[src/logic/hpc_regs.vh]
// Register map and timing constants for the headphone amp power control block
`ifndef HPC_REGS_VH
`define HPC_REGS_VH

`define HPC_DEV_ADDR 7'h60
`define HPC_REG_PWR 8'h01
`define HPC_REG_MUTE 8'h02
`define HPC_REG_OPT 8'h03
`define HPC_REG_INFO 8'h04
`define HPC_PWR_RESET 8'h01
`define HPC_MUTE_RESET 8'hc0
`define HPC_OPT_RESET 8'h00
`define HPC_INFO_VALUE 8'h5a // Arbitrary value
`define HPC_PWR_MASK 8'hc1
`define HPC_MUTE_MASK 8'hfe
`define HPC_OPT_MASK 8'h0b
`define HPC_BIT_PDN 0
`define HPC_BIT_THRM 1
`define HPC_BIT_RIGHT 6
`define HPC_BIT_LEFT 7
`define HPC_BIT_LOWD 3
`define HPC_BIT_HIZL 1
`define HPC_BIT_HIZR 0
`define HPC_CLK_KHZ 10000
`define HPC_PDN_US 3000
`define HPC_PDN_CYC ((`HPC_PDN_US * `HPC_CLK_KHZ) / 1000)
`define HPC_RAIL_HOLD_DEF 16'd1000
`define HPC_STEP_CYC_DEF 16'd500
`define HPC_LIM_70MA 2'h0
`define HPC_LIM_140MA 2'h1
`define HPC_LIM_280MA 2'h2
`define HPC_LIM_750MA 2'h3

`endif

[src/logic/hpc_i2c_slave.v]
// Write/read register slave on the two-wire serial bus
`timescale 1ns/1ps
`default_nettype none
`include "hpc_regs.vh"
module hpc_i2c_slave (
	// Clock and reset
	input wire clock_i,
	input wire srst_i,
	// Bus pins
	input wire scl_i,
	input wire sda_i,
	output wire sda_o,
	output wire sda_oe_o,
	// Register port
	output reg wr_stb_o,
	output reg [7:0] wr_addr_o,
	output reg [7:0] wr_data_o,
	output wire [7:0] rd_addr_o,
	input wire [7:0] rd_data_i
);
	localparam ST_IDLE = 5'h01;
	localparam ST_DEVA = 5'h02;
	localparam ST_REGA = 5'h04;
	localparam ST_DATA = 5'h08;
	localparam ST_READ = 5'h10;

	////////////////////////////////////////////////////////////////
	// Three-stage pin filter
	reg [2:0] scl_sync_ff;
	reg [2:0] sda_sync_ff;
	reg scl_ff;
	reg sda_ff;
	always @(posedge clock_i) begin
		if (srst_i) begin
			scl_sync_ff <= 3'h7;
			sda_sync_ff <= 3'h7;
			scl_ff <= 1'b1;
			sda_ff <= 1'b1;
		end else begin
			scl_sync_ff <= {scl_sync_ff[1:0], scl_i};
			sda_sync_ff <= {sda_sync_ff[1:0], sda_i};
			if (scl_sync_ff[1] == scl_sync_ff[2])
				scl_ff <= scl_sync_ff[2];
			if (sda_sync_ff[1] == sda_sync_ff[2])
				sda_ff <= sda_sync_ff[2];
		end
	end
	wire scl_now = (scl_sync_ff[1] == scl_sync_ff[2]) ? scl_sync_ff[2] : scl_ff;
	wire sda_now = (sda_sync_ff[1] == sda_sync_ff[2]) ? sda_sync_ff[2] : sda_ff;
	wire scl_rise = scl_now & ~scl_ff;
	wire scl_fall = ~scl_now & scl_ff;
	wire start_ev = scl_ff & scl_now & sda_ff & ~sda_now;
	wire stop_ev = scl_ff & scl_now & ~sda_ff & sda_now;

	////////////////////////////////////////////////////////////////
	// Byte engine
	reg [4:0] state_ff;
	reg [3:0] bit_cnt_ff;
	reg [7:0] shift_ff;
	reg ack_ff;
	reg drive_ff;
	reg [7:0] ptr_ff;
	assign rd_addr_o = ptr_ff;
	assign sda_o = 1'b0;
	assign sda_oe_o = drive_ff;
	always @(posedge clock_i) begin
		if (srst_i) begin
			state_ff <= ST_IDLE;
			bit_cnt_ff <= 4'h0;
			shift_ff <= 8'h00;
			ack_ff <= 1'b0;
			drive_ff <= 1'b0;
			ptr_ff <= 8'h00;
			wr_stb_o <= 1'b0;
			wr_addr_o <= 8'h00;
			wr_data_o <= 8'h00;
		end else begin
			wr_stb_o <= 1'b0;
			if (start_ev) begin
				state_ff <= ST_DEVA;
				bit_cnt_ff <= 4'h0;
				ack_ff <= 1'b0;
				drive_ff <= 1'b0;
			end else if (stop_ev) begin
				state_ff <= ST_IDLE;
				drive_ff <= 1'b0;
			end else if (state_ff != ST_IDLE && scl_rise && !ack_ff) begin
				shift_ff <= {shift_ff[6:0], sda_now};
				bit_cnt_ff <= bit_cnt_ff + 4'h1;
			end else if (state_ff != ST_IDLE && scl_fall) begin
				if (ack_ff) begin
					ack_ff <= 1'b0;
					bit_cnt_ff <= 4'h0;
					drive_ff <= (state_ff == ST_READ) ? ~rd_data_i[7] : 1'b0;
					shift_ff <= rd_data_i;
				end else if (state_ff == ST_READ) begin
					if (bit_cnt_ff == 4'h8) begin
						drive_ff <= 1'b0;
						ptr_ff <= ptr_ff + 8'h01;
						state_ff <= ST_IDLE;
					end else
						drive_ff <= ~shift_ff[7];
				end else if (bit_cnt_ff == 4'h8) begin
					case (state_ff)
					ST_DEVA: begin
						if (shift_ff[7:1] == `HPC_DEV_ADDR) begin
							ack_ff <= 1'b1;
							drive_ff <= 1'b1;
							state_ff <= shift_ff[0] ? ST_READ : ST_REGA;
						end else
							state_ff <= ST_IDLE;
					end
					ST_REGA: begin
						ptr_ff <= shift_ff;
						ack_ff <= 1'b1;
						drive_ff <= 1'b1;
						state_ff <= ST_DATA;
					end
					ST_DATA: begin
						wr_stb_o <= 1'b1;
						wr_addr_o <= ptr_ff;
						wr_data_o <= shift_ff;
						ptr_ff <= ptr_ff + 8'h01;
						ack_ff <= 1'b1;
						drive_ff <= 1'b1;
					end
					default: state_ff <= ST_IDLE;
					endcase
				end
			end
		end
	end
endmodule // hpc_i2c_slave
`default_nettype wire

[src/logic/hpc_power_ctrl.v]
// Top of the headphone amp power control block
`timescale 1ns/1ps
`default_nettype none
`include "hpc_regs.vh"
module hpc_power_ctrl #(
	parameter [15:0] RAIL_HOLD_CYC = `HPC_RAIL_HOLD_DEF,
	parameter [15:0] STEP_CYC = `HPC_STEP_CYC_DEF,
	parameter [15:0] PDN_CYC = `HPC_PDN_CYC
) (
	// Clock and reset
	input wire clock_i,
	input wire srst_i,
	// Serial bus
	input wire scl_i,
	input wire sda_i,
	output wire sda_o,
	output wire sda_oe_o,
	// Analog status inputs
	input wire supply_ok_i,
	input wire sig_high_i,
	input wire out_high_i,
	input wire peak_over_i,
	input wire zero_cur_i,
	input wire thermal_i,
	// Converter controls
	output reg high_sw_o,
	output reg low_sw_o,
	output reg rail_high_o,
	output reg [1:0] cur_limit_o,
	output reg soft_start_o,
	// Amplifier controls
	output reg left_amp_on_o,
	output reg right_amp_on_o,
	output reg left_mute_o,
	output reg right_mute_o,
	output reg [4:0] volume_o,
	output reg distortion_reduce_mode_o,
	output reg left_hiz_o,
	output reg right_hiz_o,
	output reg shutdown_busy_o
);
	localparam SW_IDLE = 4'h1;
	localparam SW_HIGH = 4'h2;
	localparam SW_LOW = 4'h4;
	localparam SW_DRAIN = 4'h8;

	////////////////////////////////////////////////////////////////
	// Pin filter for analog comparator inputs
	function [2:0] shift3;
		input [2:0] v;
		input b;
		shift3 = {v[1:0], b};
	endfunction
	reg [2:0] sup_s_ff, sig_s_ff, out_s_ff, pk_s_ff, zc_s_ff, th_s_ff;
	reg sup_ff, sig_ff, out_ff, pk_ff, zc_ff, th_ff;
	always @(posedge clock_i) begin
		if (srst_i) begin
			sup_s_ff <= 3'h0;
			sig_s_ff <= 3'h0;
			out_s_ff <= 3'h0;
			pk_s_ff <= 3'h0;
			zc_s_ff <= 3'h0;
			th_s_ff <= 3'h0;
			sup_ff <= 1'b0;
			sig_ff <= 1'b0;
			out_ff <= 1'b0;
			pk_ff <= 1'b0;
			zc_ff <= 1'b0;
			th_ff <= 1'b0;
		end else begin
			sup_s_ff <= shift3(sup_s_ff, supply_ok_i);
			sig_s_ff <= shift3(sig_s_ff, sig_high_i);
			out_s_ff <= shift3(out_s_ff, out_high_i);
			pk_s_ff <= shift3(pk_s_ff, peak_over_i);
			zc_s_ff <= shift3(zc_s_ff, zero_cur_i);
			th_s_ff <= shift3(th_s_ff, thermal_i);
			if (sup_s_ff[1] == sup_s_ff[2]) sup_ff <= sup_s_ff[2];
			if (sig_s_ff[1] == sig_s_ff[2]) sig_ff <= sig_s_ff[2];
			if (out_s_ff[1] == out_s_ff[2]) out_ff <= out_s_ff[2];
			if (pk_s_ff[1] == pk_s_ff[2]) pk_ff <= pk_s_ff[2];
			if (zc_s_ff[1] == zc_s_ff[2]) zc_ff <= zc_s_ff[2];
			if (th_s_ff[1] == th_s_ff[2]) th_ff <= th_s_ff[2];
		end
	end

	////////////////////////////////////////////////////////////////
	// Register file
	wire wr_stb;
	wire [7:0] wr_addr;
	wire [7:0] wr_data;
	wire [7:0] rd_addr;
	reg [7:0] rd_data;
	reg [7:0] pwr_ff;
	reg [7:0] mute_ff;
	reg [7:0] opt_ff;

	hpc_i2c_slave u_bus (
		.clock_i(clock_i),
		.srst_i(srst_i),
		.scl_i(scl_i),
		.sda_i(sda_i),
		.sda_o(sda_o),
		.sda_oe_o(sda_oe_o),
		.wr_stb_o(wr_stb),
		.wr_addr_o(wr_addr),
		.wr_data_o(wr_data),
		.rd_addr_o(rd_addr),
		.rd_data_i(rd_data)
	);

	always @(posedge clock_i) begin
		if (srst_i) begin
			pwr_ff <= `HPC_PWR_RESET;
			mute_ff <= `HPC_MUTE_RESET;
			opt_ff <= `HPC_OPT_RESET;
		end else if (wr_stb) begin
			case (wr_addr)
			`HPC_REG_PWR: pwr_ff <= wr_data & `HPC_PWR_MASK;
			`HPC_REG_MUTE: mute_ff <= wr_data & `HPC_MUTE_MASK;
			`HPC_REG_OPT: opt_ff <= wr_data & `HPC_OPT_MASK;
			default: ;
			endcase
		end
	end

	always @* begin
		case (rd_addr)
		`HPC_REG_PWR: rd_data = pwr_ff | {6'h00, th_ff, 1'b0};
		`HPC_REG_MUTE: rd_data = mute_ff;
		`HPC_REG_OPT: rd_data = opt_ff;
		`HPC_REG_INFO: rd_data = `HPC_INFO_VALUE;
		default: rd_data = 8'h00;
		endcase
	end

	wire pdn = pwr_ff[`HPC_BIT_PDN];

	////////////////////////////////////////////////////////////////
	// Shutdown sequence timer and soft start
	reg pdn_d_ff;
	reg [15:0] pdn_cnt_ff;
	reg [15:0] step_cnt_ff;
	reg running_ff;
	always @(posedge clock_i) begin
		if (srst_i) begin
			pdn_d_ff <= 1'b1;
			pdn_cnt_ff <= 16'h0000;
			step_cnt_ff <= 16'h0000;
			running_ff <= 1'b0;
			shutdown_busy_o <= 1'b0;
			soft_start_o <= 1'b0;
			cur_limit_o <= `HPC_LIM_70MA;
		end else begin
			pdn_d_ff <= pdn;
			if (pdn && !pdn_d_ff) begin
				pdn_cnt_ff <= PDN_CYC - 16'h0001;
				shutdown_busy_o <= 1'b1;
			end else if (pdn_cnt_ff != 16'h0000)
				pdn_cnt_ff <= pdn_cnt_ff - 16'h0001;
			else
				shutdown_busy_o <= 1'b0;
			if (pdn) begin
				running_ff <= 1'b0;
				soft_start_o <= 1'b0;
				cur_limit_o <= `HPC_LIM_70MA;
			end else if (pdn_d_ff && sup_ff) begin
				running_ff <= 1'b1;
				soft_start_o <= 1'b1;
				cur_limit_o <= `HPC_LIM_70MA;
				step_cnt_ff <= STEP_CYC;
			end else if (soft_start_o) begin
				if (step_cnt_ff != 16'h0000)
					step_cnt_ff <= step_cnt_ff - 16'h0001;
				else begin
					step_cnt_ff <= STEP_CYC;
					cur_limit_o <= cur_limit_o + 2'h1;
					if (cur_limit_o == `HPC_LIM_280MA)
						soft_start_o <= 1'b0;
				end
			end
		end
	end

	////////////////////////////////////////////////////////////////
	// Class G rail selection
	reg [15:0] hold_cnt_ff;
	always @(posedge clock_i) begin
		if (srst_i || !running_ff) begin
			rail_high_o <= 1'b0;
			hold_cnt_ff <= 16'h0000;
		end else if (sig_ff) begin
			rail_high_o <= 1'b1;
			hold_cnt_ff <= RAIL_HOLD_CYC;
		end else if (hold_cnt_ff != 16'h0000)
			hold_cnt_ff <= hold_cnt_ff - 16'h0001;
		else
			rail_high_o <= 1'b0;
	end

	////////////////////////////////////////////////////////////////
	// Pulse mode switch sequencer
	reg [3:0] sw_ff;
	always @(posedge clock_i) begin
		if (srst_i || !running_ff) begin
			sw_ff <= SW_IDLE;
			high_sw_o <= 1'b0;
			low_sw_o <= 1'b0;
		end else begin
			case (sw_ff)
			SW_IDLE: begin
				low_sw_o <= 1'b0;
				if (!out_ff) begin
					sw_ff <= SW_HIGH;
					high_sw_o <= 1'b1;
				end
			end
			SW_HIGH: begin
				if (out_ff) begin
					high_sw_o <= 1'b0;
					low_sw_o <= 1'b1;
					sw_ff <= SW_DRAIN;
				end else if (pk_ff) begin
					high_sw_o <= 1'b0;
					low_sw_o <= 1'b1;
					sw_ff <= SW_LOW;
				end
			end
			SW_LOW: begin
				if (zc_ff) begin
					low_sw_o <= 1'b0;
					if (!out_ff) begin
						high_sw_o <= 1'b1;
						sw_ff <= SW_HIGH;
					end else
						sw_ff <= SW_IDLE;
				end
			end
			SW_DRAIN: begin
				if (zc_ff) begin
					low_sw_o <= 1'b0;
					sw_ff <= SW_IDLE;
				end
			end
			default: begin
				sw_ff <= SW_IDLE;
				high_sw_o <= 1'b0;
				low_sw_o <= 1'b0;
			end
			endcase
		end
	end

	////////////////////////////////////////////////////////////////
	// Amplifier control outputs
	always @(posedge clock_i) begin
		if (srst_i) begin
			left_amp_on_o <= 1'b0;
			right_amp_on_o <= 1'b0;
			left_mute_o <= 1'b1;
			right_mute_o <= 1'b1;
			volume_o <= 5'h00;
			distortion_reduce_mode_o <= 1'b0;
			left_hiz_o <= 1'b0;
			right_hiz_o <= 1'b0;
		end else begin
			left_amp_on_o <= ~pdn & pwr_ff[`HPC_BIT_LEFT];
			right_amp_on_o <= ~pdn & pwr_ff[`HPC_BIT_RIGHT];
			left_mute_o <= mute_ff[`HPC_BIT_LEFT];
			right_mute_o <= mute_ff[`HPC_BIT_RIGHT];
			volume_o <= mute_ff[5:1];
			distortion_reduce_mode_o <= opt_ff[`HPC_BIT_LOWD];
			left_hiz_o <= opt_ff[`HPC_BIT_HIZL];
			right_hiz_o <= opt_ff[`HPC_BIT_HIZR];
		end
	end
endmodule // hpc_power_ctrl
`default_nettype wire

[config.mk]
export PLATFORM = sky130hd
export DESIGN_NAME = hpc_power_ctrl
export DESIGN_NICKNAME = d
export VERILOG_FILES = /design/src/logic/hpc_i2c_slave.v /design/src/logic/hpc_power_ctrl.v
export VERILOG_INCLUDE_DIRS = /design/src /design/src/logic
export SDC_FILE = /design/constraint.sdc
export NUM_CORES = 1
export LEC_CHECK = 0
export ABC_AREA = 1
export BUFFER_PORTS_ARGS = -buffer_cell sky130_fd_sc_hd__buf_4
export CORE_UTILIZATION = 48
export CTS_CLUSTER_DIAMETER = 60
export DETAILED_ROUTE_END_ITERATION = 6
export MAX_ROUTING_LAYER = met4
export PLACE_DENSITY = 0.67
export SETUP_SLACK_MARGIN = 0.15
export SLEW_MARGIN = 25
export SYNTH_ARGS = -nofsm -noshare
export SYNTH_HDL_FRONTEND = slang
export SYNTH_SLANG_ARGS = --single-unit
[constraint.sdc]
create_clock -name clock_i -period 5.6 [get_ports clock_i]
set_clock_uncertainty 0.2 [all_clocks]
set_input_delay 0.56 -clock clock_i [delete_from_list [all_inputs] [get_ports clock_i]]
set_output_delay 0.56 -clock clock_i [all_outputs]
set_load 0.05 [all_outputs]
# After elaboration in Yosys (flattened, before gate mapping)
# Index checks and enable logic that the tools add are counted.
[totals]
regBits = 162
latch_bits = 0
elab_cells = 237
out_inout_bits = 21
mem_bits_rw = 0
n_memories = 0
mem_bits_ro = 0
[op_classes]
n_mux = 68
bitwise_logic = 26
magnitude_cmp = 0
shift = 0
n_addsub = 6
n_mul = 0
div_mod_pow = 0
n_eq_ne = 39
reduce_logical = 47
[op_table]
columns = ["cell", "count"]
rows = [
  ["$mux 16", 3],
  ["$mux 8", 6],
  ["$reduce_bool 16->1", 3],
  ["$sub 16x1->16 const B", 3],
  ["$eq 8x2->1 const B", 4],
  ["$mux 4", 8],
  ["$pmux 8 s4", 1],
  ["$mux 15", 2],
  ["$mux 1", 28],
  ["$mux 5", 5],
  ["$mux 10", 2],
  ["$eq 8x1->1 const B", 2],
  ["$not 1->1", 16],
  ["$pmux 4 s4", 1],
  ["$pmux 8 s2", 1],
  ["$pmux 5 s3", 1],
  ["$reduce_and 5->1", 3],
  ["$mux 2", 6],
  ["$reduce_and 2->1", 6],
  ["$reduce_bool 3->1", 4],
  ["$reduce_or 2->1", 6],
  ["$ne 2x2->1 const B", 5],
  ["$reduce_bool 2->1", 5],
  ["$and 1x1->1", 9],
  ["33 further kinds", 56],
]

# Depth between registers and ports, before layout
# Gate-level depths: netlist of run 1.
[depth]
ltp_word = 10
mapped_depth = 11
mapped_depth_nobuf = 11

# Hierarchy
# From an unflattened synthesis of run 1, not the netlist that was laid out.
[unflattened]
cells_unflattened = 1075
area_unflattened_um2 = 7561.0
[modules_own_cells]
columns = ["module", "area_per_inst_um2", "seq_area_each_um2", "cells_each", "n_inst"]
rows = [
  ["hpc_power_ctrl", 5034.8, 2202.1, 711, 1],
  ["hpc_i2c_slave", 2526.2, 1041.0, 364, 1],
]

# Worst setup path before layout of run 1
# Ideal clock, no wire load.
[synth_path]
path_kind = "reg-to-reg"
startpoint = "reg soft_start_o"
endpoint = "reg step_cnt_ff[12]"
path_slack_ps = 3723
setup_time_ps = 123
synth_period_minus_slack_ps = 1877
path_stages_with_launch = 9
n_path_buf = 1
arrival_ps = 1555
t_required_ps = 5277
path_cell_list = "dfxtp_1 > inv_1 > nand2_1 > nand2_1 > inv_1 > buf_2 > nand2_2 > nand2_1 > nor2_1"
[synth_via]
elab_chain_len = 2
[synth_rtl]
columns = ["element", "line", "source"]
rows = [
  ["start, declared", "hpc_power_ctrl.v:30", "output reg soft_start_o,"],
  ["start signal, assigned", "hpc_power_ctrl.v:151", "soft_start_o <= 1'b0;"],
  ["start signal, assigned", "hpc_power_ctrl.v:164", "soft_start_o <= 1'b0;"],
  ["start signal, assigned", "hpc_power_ctrl.v:168", "soft_start_o <= 1'b1;"],
  ["$reduce_bool 2->1 (no line)", "-", ""],
  ["$reduce_and 2->1 (no line)", "-", ""],
  ["end signal, assigned", "hpc_power_ctrl.v:173", "step_cnt_ff <= step_cnt_ff - 16'h0001;"],
  ["end, declared", "hpc_power_ctrl.v:142", "reg [15:0] step_cnt_ff;"],
]
# Every way passes these cells.
# A chain may end at the register's enable or synchronous reset.

# Worst setup path after layout of run 1
[layout_path]
startpoint = "reg u_bus.bit_cnt_ff[0]"
endpoint = "reg u_bus.ptr_ff[1], in the netlist u_bus.rd_addr_o[1]"
[layout_via]
elab_chain_len = 2
[layout_rtl]
columns = ["element", "line", "source"]
rows = [
  ["start, declared", "hpc_i2c_slave.v:58", "reg [3:0] bit_cnt_ff;"],
  ["start signal, assigned", "hpc_i2c_slave.v:89", "bit_cnt_ff <= bit_cnt_ff + 4'h1;"],
  ["$eq 4x4->1", "hpc_i2c_slave.v:97, hpc_i2c_slave.v:103", ""],
  ["$reduce_and 7->1 (no line)", "-", ""],
  ["end signal, assigned", "hpc_i2c_slave.v:99", "ptr_ff <= ptr_ff + 8'h01;"],
  ["end signal, assigned", "hpc_i2c_slave.v:114", "ptr_ff <= shift_ff;"],
  ["end signal, assigned", "hpc_i2c_slave.v:123", "ptr_ff <= ptr_ff + 8'h01;"],
  ["end, declared", "hpc_i2c_slave.v:62", "reg [7:0] ptr_ff;"],
]
# Every way passes these cells.

==> run_results.csv, run 1 <==
group,metric,value,unit
status,status,"finished clean",
clocking,clockBufferDepth,2,
finish,finish.net_count,1115,
sta,whs,0.106,ns
setup_path,cp-end-kind,"flop",
setup_path,cp.arrival,2.26,ns
finish,n_antenna_cell,0,
clocking,cts_tree,"yes",
power_and_ir_drop,p_leak,3.73,nW
floorplan,rows,45,
setup_path,worst-path-buf-inv,1,
clocking,cts_root_buf,"clkbuf_16",
detailed_routing,met1Wirelength,7700,um
detailed_routing,drtIter0Drc,410,
run,maxCapViolations,0,
floorplan,pin_count,31,
detailed_routing,drc,0,
sta,worst_pin_slew,0.716,ns
sta,rsz0062_at_grt,"false",
detailed_routing,via_count,6416,
synth,ys_seq_area_frac,0.438,
setup_path,cpMaxStageDelayCell,"dfxtp_1",
finish,final_cells,1294,
clocking,post_cts_buffers,0,
setup_path,cp_top_family,"simple AND/OR/NAND/NOR gates",
clocking,htree_levels,4,
sta,finalHoldViolations,0,
floorplan,dieArea,0.0159,mm^2
detailed_routing,postRouteAntennaNets,0,
synth,syn-instance-count,1068,
finish,design_area,0.00835,mm^2
worst_hold_path,holdCritPathClass,"in2reg",
detailed_routing,routed-wl-met2,7250,um
setup_path,path_class,"reg2reg",
sta,final-setup-viol-count,0,
synth,ys_types,39,
synth,syn_avg_cell_area,6.93,um^2
synth,async_flop_share,0,
grt,grtUsageTotal,0.216,
floorplan,die_w,126,um
synth,synth_top_cell_area_share,0.438,
floorplan,die_h,126,um
floorplan,core-area,0.0151,mm^2
setup_path,worstPathRequired,5.73,ns
grt,grt_pass1_wl,26900,um
synth,syn-num-nets,1090,
grt,grt_pass1_vias,5802,
place,portBuffers,29,
clocking,cts.clk_slew.worst_paths,0.07,ns
grt,gr-total-overflow,0,
sta,tns,0,ns
clocking,cts_resized,0,
sta,period_share,0.381,
synth,ys_seq_elements,162,
synth,syn_area,0.00740,mm^2
detailed_routing,vias_per_cell,4.96,
place,dp.cells,1262,
setup_path,crit_chain,"inv_1 -> ha_1 -> nand2_1 -> nor2_1 -> nand3_1 -> nor2_2 -> nand2_1 -> o21ai_0 -> nor2_1",
sta,slew_headroom,0.521,
finish,drive_gt1_frac,0.0850,
synth,synth_edf_count,0,
floorplan,floorplan.initialDensity,0.489,
power_and_ir_drop,ir_worst_vdd,0.000214,V
grt,grt_start_max_net_pins,59,
finish,final_util,0.551,
place,place_area,0.00775,mm^2
setup_path,max_stage_delay,0.33,ns
sta,drv_slew,0,
detailed_routing,route.met3.wl,549,um
place,place_congestion,0.872,
clocking,clkLatencyLatePin,0.43,ns
sta,post-route-min-period,2.14,ns
detailed_routing,wire_per_inst,12.1,um
finish,fill_cells,1470,
detailed_routing,dr.max_layer_used,"met4",
grt,antenna_found_initial,0,
synth,ys.flop_type,"dfxtp_1",
setup_path,critPathMaxFanout,8,
sta,fmax,0.468,GHz
setup_path,cp-start-kind,"flop",
detailed_routing,dr.pass1.iters,5,
power_and_ir_drop,p_per_area,351,mW/mm^2
place,hpwl,11000,um
clocking,postCtsHoldBufs,0,
synth,yosysTopAreaCell,"dfxtp_1",
detailed_routing,routed_wirelength,15700,um
synth,ys_warn_count,0,
clocking,cts_buffers,17,
clocking,clock-sinks,162,
finish,areaGrowthSynthToFinish,12.8,%
synth,synth_area_leaders,"dfxtp_1 44%, nor2_1 11%, nand2_1 9.9%",
==> through the flow <==
| stage | power, mW | setup slack [ns] |
|---|---|---|
| after floorplan | 1.68 | 3.72 |
| after global placement | 1.77 | 3.30 |
| after detailed placement | 1.78 | 3.23 |
| after CTS | 2.95 | 3.50 |
| after global routing | 3.09 | 3.23 |
| final | 2.93 | 3.46 |
==> path summary, 6_finish.rpt <==
check | from | end | slack [ns] | depth (start not counted)
hold reg to reg | out_s_ff[0] | out_s_ff[1] | 0.20 | 2
setup reg to reg | u_bus.bit_cnt_ff[0] | u_bus.rd_addr_o[1] | 3.46 | 9
hold / removal | scl_i | u_bus.scl_sync_ff[0] | 0.11 | 2
setup / recovery | u_bus.bit_cnt_ff[0] | u_bus.rd_addr_o[1] | 3.46 | 9
==> flip-flops by register name (all words and copies together) (netlist names), 4 cells and up <==
signal,cells
step_cnt_ff,16
mute_ff,7
u_bus.bit_cnt_ff,4
sw_ff,4
volume_o,5
u_bus.wr_data_o,8
u_bus.state_ff,5
pdn_cnt_ff,16
u_bus.wr_addr_o,8
u_bus.rd_addr_o,8
hold_cnt_ff,16
u_bus.shift_ff,8
==> per-layer routing <==
| metal | vias to the layer above | track usage |
|---|---|---|
| met5 | - | - |
| met4 | 0 | 0.0702 |
| met3 | 15 | 0.0472 |
| met2 | 100 | 0.342 |
| met1 | 2863 | 0.273 |
| li1 | 3438 | - |
==> cell usage in the layout (no fill, tap or decap), types with 4 or more instances in the layout <==
cell and n:
nand2_1 196, buf_4 31, inv_2 5, a21oi_1 67, or2_2 14, nand3b_1 5
nand4_1 13, xnor2_1 7, nand3_1 70, a211oi_1 5, nor3_1 20, o21ai_1 6
clkinv_4 4, dfxtp_1 162, clkbuf_16 17, inv_1 138, o211ai_1 4, o21ai_0 58
ha_1 12, nor2_1 218, inv_6 4, xor2_1 21
==> where the power goes <==
| part | total [mW] | switching, mW | leakage, nW | internal [mW] |
|---|---|---|---|---|
| combinational | 0.492 | 0.305 | 2.13 | 0.187 |
| sequential | 1.27 | 0.0535 | 1.31 | 1.21 |
| clock | 1.17 | 0.515 | 0.291 | 0.653 |
| total | 2.93 | 0.874 | 3.73 | 2.05 |
==> synth_stat cells, types with 12 or more instances <==
library cell and n:
inv_1 138, ha_1 12, nor3_1 20, or2_2 14, nand3_1 70, clkbuf_1 17
a21oi_1 67, xor2_1 21, dfxtp_1 162, nand4_1 13, o21ai_0 58, nor2_1 218
nand2_1 196
==> logic make-up (layout without fill, tap and decap cells) <==
kind of cell | after synthesis | count (layout) | share of synthesized area
compound gates | 146 | 146 | 0.105
flops | 162 | 162 | 0.438
simple gates | 550 | 550 | 0.314
fa+ha+maj | 12 | 12 | 0.0203
other cells | 1 | 1 | 0.000507
xor+xnor | 28 | 28 | 0.0331
buf+inv | 169 | 207 | 0.0889
==> final cells by class <==
class / instances / area, um^2 / area share
Sequential cell: 162 / 3240 / 0.388
Clock inverter: 13 / 141 / 0.0169
Multi-Input combinational cell: 737 / 3500 / 0.420
Inverter: 144 / 541 / 0.0647
Timing Repair Buffer: 31 / 233 / 0.0279
Tap cell: 188 / 235 / 0.0282
Clock buffer: 19 / 453 / 0.0543
No activity file was read; power rests on OpenSTA's default activity.
==> run 2: changes to the inputs <==
--- a/config.mk
+++ b/config.mk
@@ -6,7 +6,7 @@
 export SDC_FILE = /design/constraint.sdc
 export NUM_CORES = 1
 export LEC_CHECK = 0
-export ABC_AREA = 1
+export ABC_AREA = 0
 export BUFFER_PORTS_ARGS = -buffer_cell sky130_fd_sc_hd__buf_4
 export CORE_UTILIZATION = 48
 export CTS_CLUSTER_DIAMETER = 60
==> constraint.sdc (replaced) <==
create_clock -name clock_i -period 2.13 [get_ports clock_i]
set_clock_uncertainty 0.2 [all_clocks]
set_input_delay 0.213 -clock clock_i [delete_from_list [all_inputs] [get_ports clock_i]]
set_output_delay 0.213 -clock clock_i [all_outputs]
set_load 0.05 [all_outputs]
==> run 2 against run 1 <==
The run now ends with negative setup slack left. Sequential cell count unchanged. Critical path depth decreased by 4. Final cell count decreased by 18%. Synthesized area decreased by 6.1%. Critical path type unchanged. Largest power group unchanged.
==> run_results.csv, run 2 <==
group,metric,value,unit
clocking,clock-sinks,162,
synth,syn_area,0.00695,mm^2
synth,ys.flop_type,"dfxtp_1",
power_and_ir_drop,p_per_area,828,mW/mm^2
detailed_routing,drtIter0Drc,336,
synth,yosysTopAreaCell,"dfxtp_1",
setup_path,cp-end-kind,"flop",
place,hpwl,10400,um
grt,antenna_found_initial,0,
floorplan,die_h,122,um
finish,top_regs,"hold_cnt_ff x16, pdn_cnt_ff x16, step_cnt_ff x16",
finish,drive_gt1_frac,0.335,
sta,worst_pin_slew,0.502,ns
finish,final_util,0.671,
sta,drv_slew,0,
finish,fill_cells,1080,
clocking,cts.clk_slew.worst_paths,0.07,ns
synth,synth_top_cell_area_share,0.467,
grt,gr-usage-met2,0.379,
detailed_routing,vias_per_cell,5.61,
power_and_ir_drop,p_leak,3.50,nW
sta,tns,-0.00449,ns
grt,gr-total-overflow,0,
worst_hold_path,holdCritPathClass,"in2reg",
floorplan,die_w,122,um
status,status,"finished with violations",
synth,synth_edf_count,0,
synth,ys_types,67,
setup_path,critPathMaxFanout,2,
sta,period_share,1.00,
detailed_routing,postRouteAntennaNets,0,
grt,grt_start_max_net_pins,49,
clocking,clockBufferDepth,2,
finish,final_cell_mix,"134 x dfxtp_1, 89 x buf_4, 87 x nor2_1, 48 x a21oi_1, 42 x nand2_1",
synth,ys_seq_area_frac,0.467,
place,dpl_worst_slack,-0.0269,ns
floorplan,floorplan.initialDensity,0.497,
finish,finish.net_count,892,
sta,final-setup-viol-count,1,
sta,whs,0.0287,ns
detailed_routing,dr.pass1.iters,5,
run,maxCapViolations,0,
setup_path,worstPathRequired,2.25,ns
finish,n_antenna_cell,0,
finish,final_cells,1063,
place,portBuffers,29,
power_and_ir_drop,ir_worst_vdd,0.000607,V
detailed_routing,via_count,5968,
synth,syn-instance-count,772,
synth,ys_seq_elements,162,
clocking,cts_tree,"yes",
synth,synth.most_common_cell,"dfxtp_1",
sta,fmax,0.468,GHz
setup_path,path_class,"reg2reg",
place,place_area,0.00768,mm^2
finish,design_area,0.00939,mm^2
floorplan,rows,43,
sta,layout_setup_ws,-0.00449,ns
sta,rsz0062_at_grt,"true",
synth,synthTopCellsByCount,"162 x dfxtp_1, 97 x nor2_1, 54 x a21oi_1, 48 x nand2_1, 34 x nor2b_1",
synth,synth_area_leaders,"dfxtp_1 47%, nor2_1 5.2%, a21oi_1 3.9%",
grt,top_usage_layer,"met2",
finish,layout_commonest_cell,"dfxtp_1",
power_and_ir_drop,power,7.77,mW
grt,grt_pass1_wl,26200,um
floorplan,core-area,0.0140,mm^2
clocking,cts_root_buf,"clkbuf_16",
clocking,clkLatencyLatePin,0.43,ns
grt,grtUsageTotal,0.227,
detailed_routing,wire_per_inst,15.8,um
sta,finalHoldViolations,0,
place,dp.cells,991,
grt,grt_pass1_vias,5573,
synth,syn-num-nets,794,
sta,slew_headroom,0.663,
floorplan,pin_count,31,
setup_path,cp-start-kind,"flop",
place,place_congestion,0.889,
clocking,htree_levels,4,
grt,use_met3,0.0465,
clocking,cts_buffers,17,
setup_path,cp.arrival,2.26,ns
synth,syn_avg_cell_area,9.00,um^2
status,violations,"negative setup slack",
synth,async_flop_share,0,
finish,areaGrowthSynthToFinish,35.1,%
sta,post-route-min-period,2.13,ns
floorplan,dieArea,0.0150,mm^2
grt,grt.met1_usage,0.267,
detailed_routing,drc,0,
synth,ys_warn_count,0,
detailed_routing,routed_wirelength,16800,um
-- run 2: changes by cell type in the layout (fill, tap and decap cells not counted), sizes merged, moves of 17 or more --
cell	previous run	this run
nor2b	0	34
nand3	71	18
mux2i	0	27
o21ai	64	22
nand2b	0	17
nand2	199	48
buf	31	102
inv	150	21
xnor2	7	29
nor2	222	98
-- run 2: path summary, 6_finish.rpt --
path	from	end	slack [ns]	cells past startpoint
worst max register to register	step_cnt_ff[4]	step_cnt_ff[9]	-0.004	5
worst min register to register	u_bus.sda_sync_ff[0]	u_bus.sda_sync_ff[1]	0.21	1
worst max-delay path	step_cnt_ff[4]	step_cnt_ff[9]	-0.004	5
worst min-delay path	srst_i	u_bus.state_ff[1]	0.03	2
-- run 2: final cells by class --
class / instances / area [um^2] / share of cell area
well taps: 180 / 225 / 0.0240
clock inverters: 14 / 158 / 0.0168
flip-flops and latches: 162 / 3290 / 0.350
repair buffers: 111 / 941 / 0.100
clock buffers: 18 / 439 / 0.0468
inverters: 19 / 71.3 / 0.00759
multi-input cells: 559 / 4270 / 0.455
-- run 2: logic make-up after synthesis --
kind of cell	share of synthesized area
AND/OR/NAND/NOR	0.253
flip-flops	0.467
AO/OA/AOI/OAI	0.142
buffers and inverters	0.0311
XOR/XNOR	0.0454
multiplexers	0.0389
adder cells (fa/ha/maj)	0.0230
other	0.000540
-- run 2: per-layer routing --
metal,vias to the layer above,part of all wire
met4,0,0.021
li1,2936,-
met3,31,0.037
met1,2883,0.44
met5,-,0
met2,118,0.50
-- run 2: what timing repair did --
action	in CTS	in global routing
pin swaps	17	47
endpoints found under the hold margin	8	0
resized for setup	49	129
gates cloned	0	1
hold buffers	8	0
endpoints found under the setup margin	61	93
buffers inserted	9	22
-- run 2: critical path: stages (launching register included) --
cell and delay, ns:
dfxtp_2 0.32, or3_4 0.39, or4_4 0.49, or4_4 0.42
xor2_1 0.17, nor2_2 0.04
-- run 2: power breakdown --
group          switching, mW  internal, mW
registers              0.132          3.18
logic                  0.700         0.694
clock network           1.30          1.77
==> run 3: changes to the inputs <==
--- a/config.mk
+++ b/config.mk
@@ -7,12 +7,14 @@
 export NUM_CORES = 1
 export LEC_CHECK = 0
 export ABC_AREA = 0
-export BUFFER_PORTS_ARGS = -buffer_cell sky130_fd_sc_hd__buf_4
+export CORE_MARGIN = 8
 export CORE_UTILIZATION = 48
 export CTS_CLUSTER_DIAMETER = 60
 export DETAILED_ROUTE_END_ITERATION = 6
+export DONT_BUFFER_PORTS = 1
 export MAX_ROUTING_LAYER = met4
-export PLACE_DENSITY = 0.67
+export PLACE_DENSITY = 0.65
+export REMOVE_ABC_BUFFERS = 1
 export SETUP_SLACK_MARGIN = 0.15
 export SLEW_MARGIN = 25
 export SYNTH_ARGS = -nofsm -noshare
==> run 3 against run 2 <==
The run still ends with negative setup slack left. Global-route usage is 4.1 points lower. First-iteration DRC count is 3.3% higher. Via count is 0.70% higher. Largest power group unchanged.
==> run_results.csv, run 3 (synthesized netlist as in run 2, its figures left out) <==
group,metric,value,unit
finish,top_regs,"hold_cnt_ff x16, pdn_cnt_ff x16, step_cnt_ff x16",
setup_path,rr_startpoint,"step_cnt_ff[3]",
place,portBuffers,0,
floorplan,rows,44,
sta,worst_pin_slew,0.617,ns
setup_path,max_stage_delay,0.50,ns
setup_path,crit_chain,"or3_4 -> or4_4 -> or4_4 -> xor2_2 -> nor2_2",
setup_path,timing.rr.end,"step_cnt_ff[9]",
setup_path,r2r_cells,5,
finish,design_area,0.00961,mm^2
finish,fill_cells,1081,
floorplan,die_w,136,um
floorplan,dieArea,0.0186,mm^2
floorplan,floorplan.initialDensity,0.486,
floorplan,core-area,0.0143,mm^2
finish,layout_commonest_cell,"dfxtp_1",
place,hpwl,10400,um
floorplan,die_h,136,um
setup_path,worst-path-buf-inv,0,
sta,post-route-min-period,2.14,ns
sta,layout_setup_ws,-0.0139,ns
grt,grt_pass1_wl,27300,um
status,status,"finished with violations",
worst_hold_path,hp-start,"srst_i",
grt,gr-usage-met2,0.310,
clocking,clkLatencyLatePin,0.42,ns
place,place_congestion,0.906,
grt,antenna_found_initial,0,
sta,period_share,1.01,
run,maxCapViolations,0,
clocking,cts.clk_slew.worst_paths,0.06,ns
setup_path,path_depth,5,
finish,final_cells,1086,
place,place_area,0.00748,mm^2
grt,grt_pass1_vias,5755,
clocking,clock-sinks,162,
sta,slew_headroom,0.584,
setup_path,crit_top_cell,"or4_4",
status,violations,"negative setup slack",
setup_path,cp-end-kind,"flop",
finish,n_antenna_cell,0,
place,dp.cells,980,
grt,use_met3,0.0429,
clocking,clockBufferDepth,2,
detailed_routing,routed_wirelength,17500,um
clocking,cts_buffers,17,
detailed_routing,wire_per_inst,16.1,um
grt,grt_start_max_net_pins,85,
finish,finish.net_count,911,
sta,tns,-0.0139,ns
finish,drive_gt1_frac,0.297,
sta,finalHoldViolations,0,
worst_hold_path,min_to,"th_s_ff[1]",
detailed_routing,via_count,6010,
detailed_routing,drc,0,
sta,final-setup-viol-count,1,
setup_path,cp.arrival,2.26,ns
detailed_routing,drtIter0Drc,347,
setup_path,critPathMaxFanout,2,
finish,areaGrowthSynthToFinish,38.2,%
setup_path,cpMaxStageDelayCell,"or4_4",
grt,gr-total-overflow,0,
grt,top_usage_layer,"met2",
grt,grtUsageTotal,0.186,
finish,final_util,0.671,
worst_hold_path,hold_path_depth,2,
power_and_ir_drop,p_per_area,831,mW/mm^2
finish,final_cell_mix,"139 x dfxtp_1, 91 x nor2_1, 64 x buf_4, 48 x a21oi_1, 43 x dlygate4sd3_1",
floorplan,pin_count,31,
sta,drv_slew,0,
setup_path,worstPathRequired,2.24,ns
setup_path,reg2reg_slack,-0.01,ns
power_and_ir_drop,p_leak,3.66,nW
power_and_ir_drop,ir_worst_vdd,0.000569,V
sta,fmax,0.466,GHz
setup_path,path_class,"reg2reg",
detailed_routing,dr.pass1.iters,4,
detailed_routing,postRouteAntennaNets,0,
clocking,htree_levels,4,
clocking,cts_root_buf,"clkbuf_16",
sta,rsz0062_at_grt,"true",
clocking,cts_tree,"yes",
setup_path,cp-start-kind,"flop",
grt,grt.met1_usage,0.218,
detailed_routing,vias_per_cell,5.53,
worst_hold_path,holdCritPathClass,"in2reg",
setup_path,cp_top_family,"simple AND/OR/NAND/NOR gates",
run 3: changes by cell type in the layout (fill, tap and decap cells not counted), moves of 5 or more:
cell / previous run / this run
dfxtp_1: 134 / 139
buf_6: 10 / 17
dfxtp_2: 24 / 17
buf_4: 89 / 64
dlygate4sd3_1: 8 / 43
run 3: stage by stage:
stage                     hold slack, ns  worst slack, ns  power (mW)
final                              0.210          -0.0139        7.98
after detailed placement           0.105          -0.0287        4.29
after global routing               0.190          -0.0376        8.29
after floorplan                   0.0821           -0.267        4.03
after CTS                          0.184         -0.00842        7.44
after global placement            0.0979           0.0114        4.24
run 3: worst max path at each step:
stage / startpoint / end / slack, ns
global route: step_cnt_ff[3] / step_cnt_ff[9] / -0.04
detailed placement: hold_cnt_ff[0] / hold_cnt_ff[14] / -0.03
finish: step_cnt_ff[3] / step_cnt_ff[9] / -0.01
global placement: u_bus.wr_addr_o[4] / mute_ff[7] / 0.01
floorplan: u_bus.bit_cnt_ff[0] / u_bus.wr_addr_o[0] / -0.27
CTS: u_bus.wr_addr_o[4] / mute_ff[7] / -0.008
run 3: per-layer routing:
metal | wire, um | up-vias
li1 | - | 2965
met1 | 7670 | 2933
met2 | 9060 | 94
met3 | 543 | 18
met4 | 240 | 0
met5 | 0 | -
run 3: cell type report:
cell class | instances | area (um^2) | area share
flip-flops and latches | 162 | 3290 | 0.342
inverters | 19 | 71.3 | 0.00742
clock buffers | 19 | 443 | 0.0461
multi-input cells | 559 | 4220 | 0.439
well taps | 184 | 230 | 0.0240
repair buffers | 130 | 1220 | 0.127
clock inverters | 13 | 135 | 0.0141
run 3: worst register-to-register path, stage by stage, from the launching register on:
cell     delay (ns)
dfxtp_1        0.32
or3_4          0.38
or4_4          0.50
or4_4          0.44
xor2_2         0.15
nor2_2         0.04
run 3: what timing repair did:
| action | 4_1_cts | 5_1_grt |
|---|---|---|
| cloned | 1 | 1 |
| endpoints found under the setup margin | 67 | 90 |
| gates resized for setup | 67 | 126 |
| endpoints found under the hold margin | 151 | 0 |
| hold buffers | 44 | 0 |
| setup buffers | 14 | 14 |
| pin swaps | 16 | 62 |
run 3: power breakdown:
part           total, mW  switching [mW]  leakage [nW]  internal, mW
Sequential          3.33           0.151          1.32          3.18
Clock               3.01            1.26         0.283          1.75
Combinational       1.64           0.812          2.06         0.827
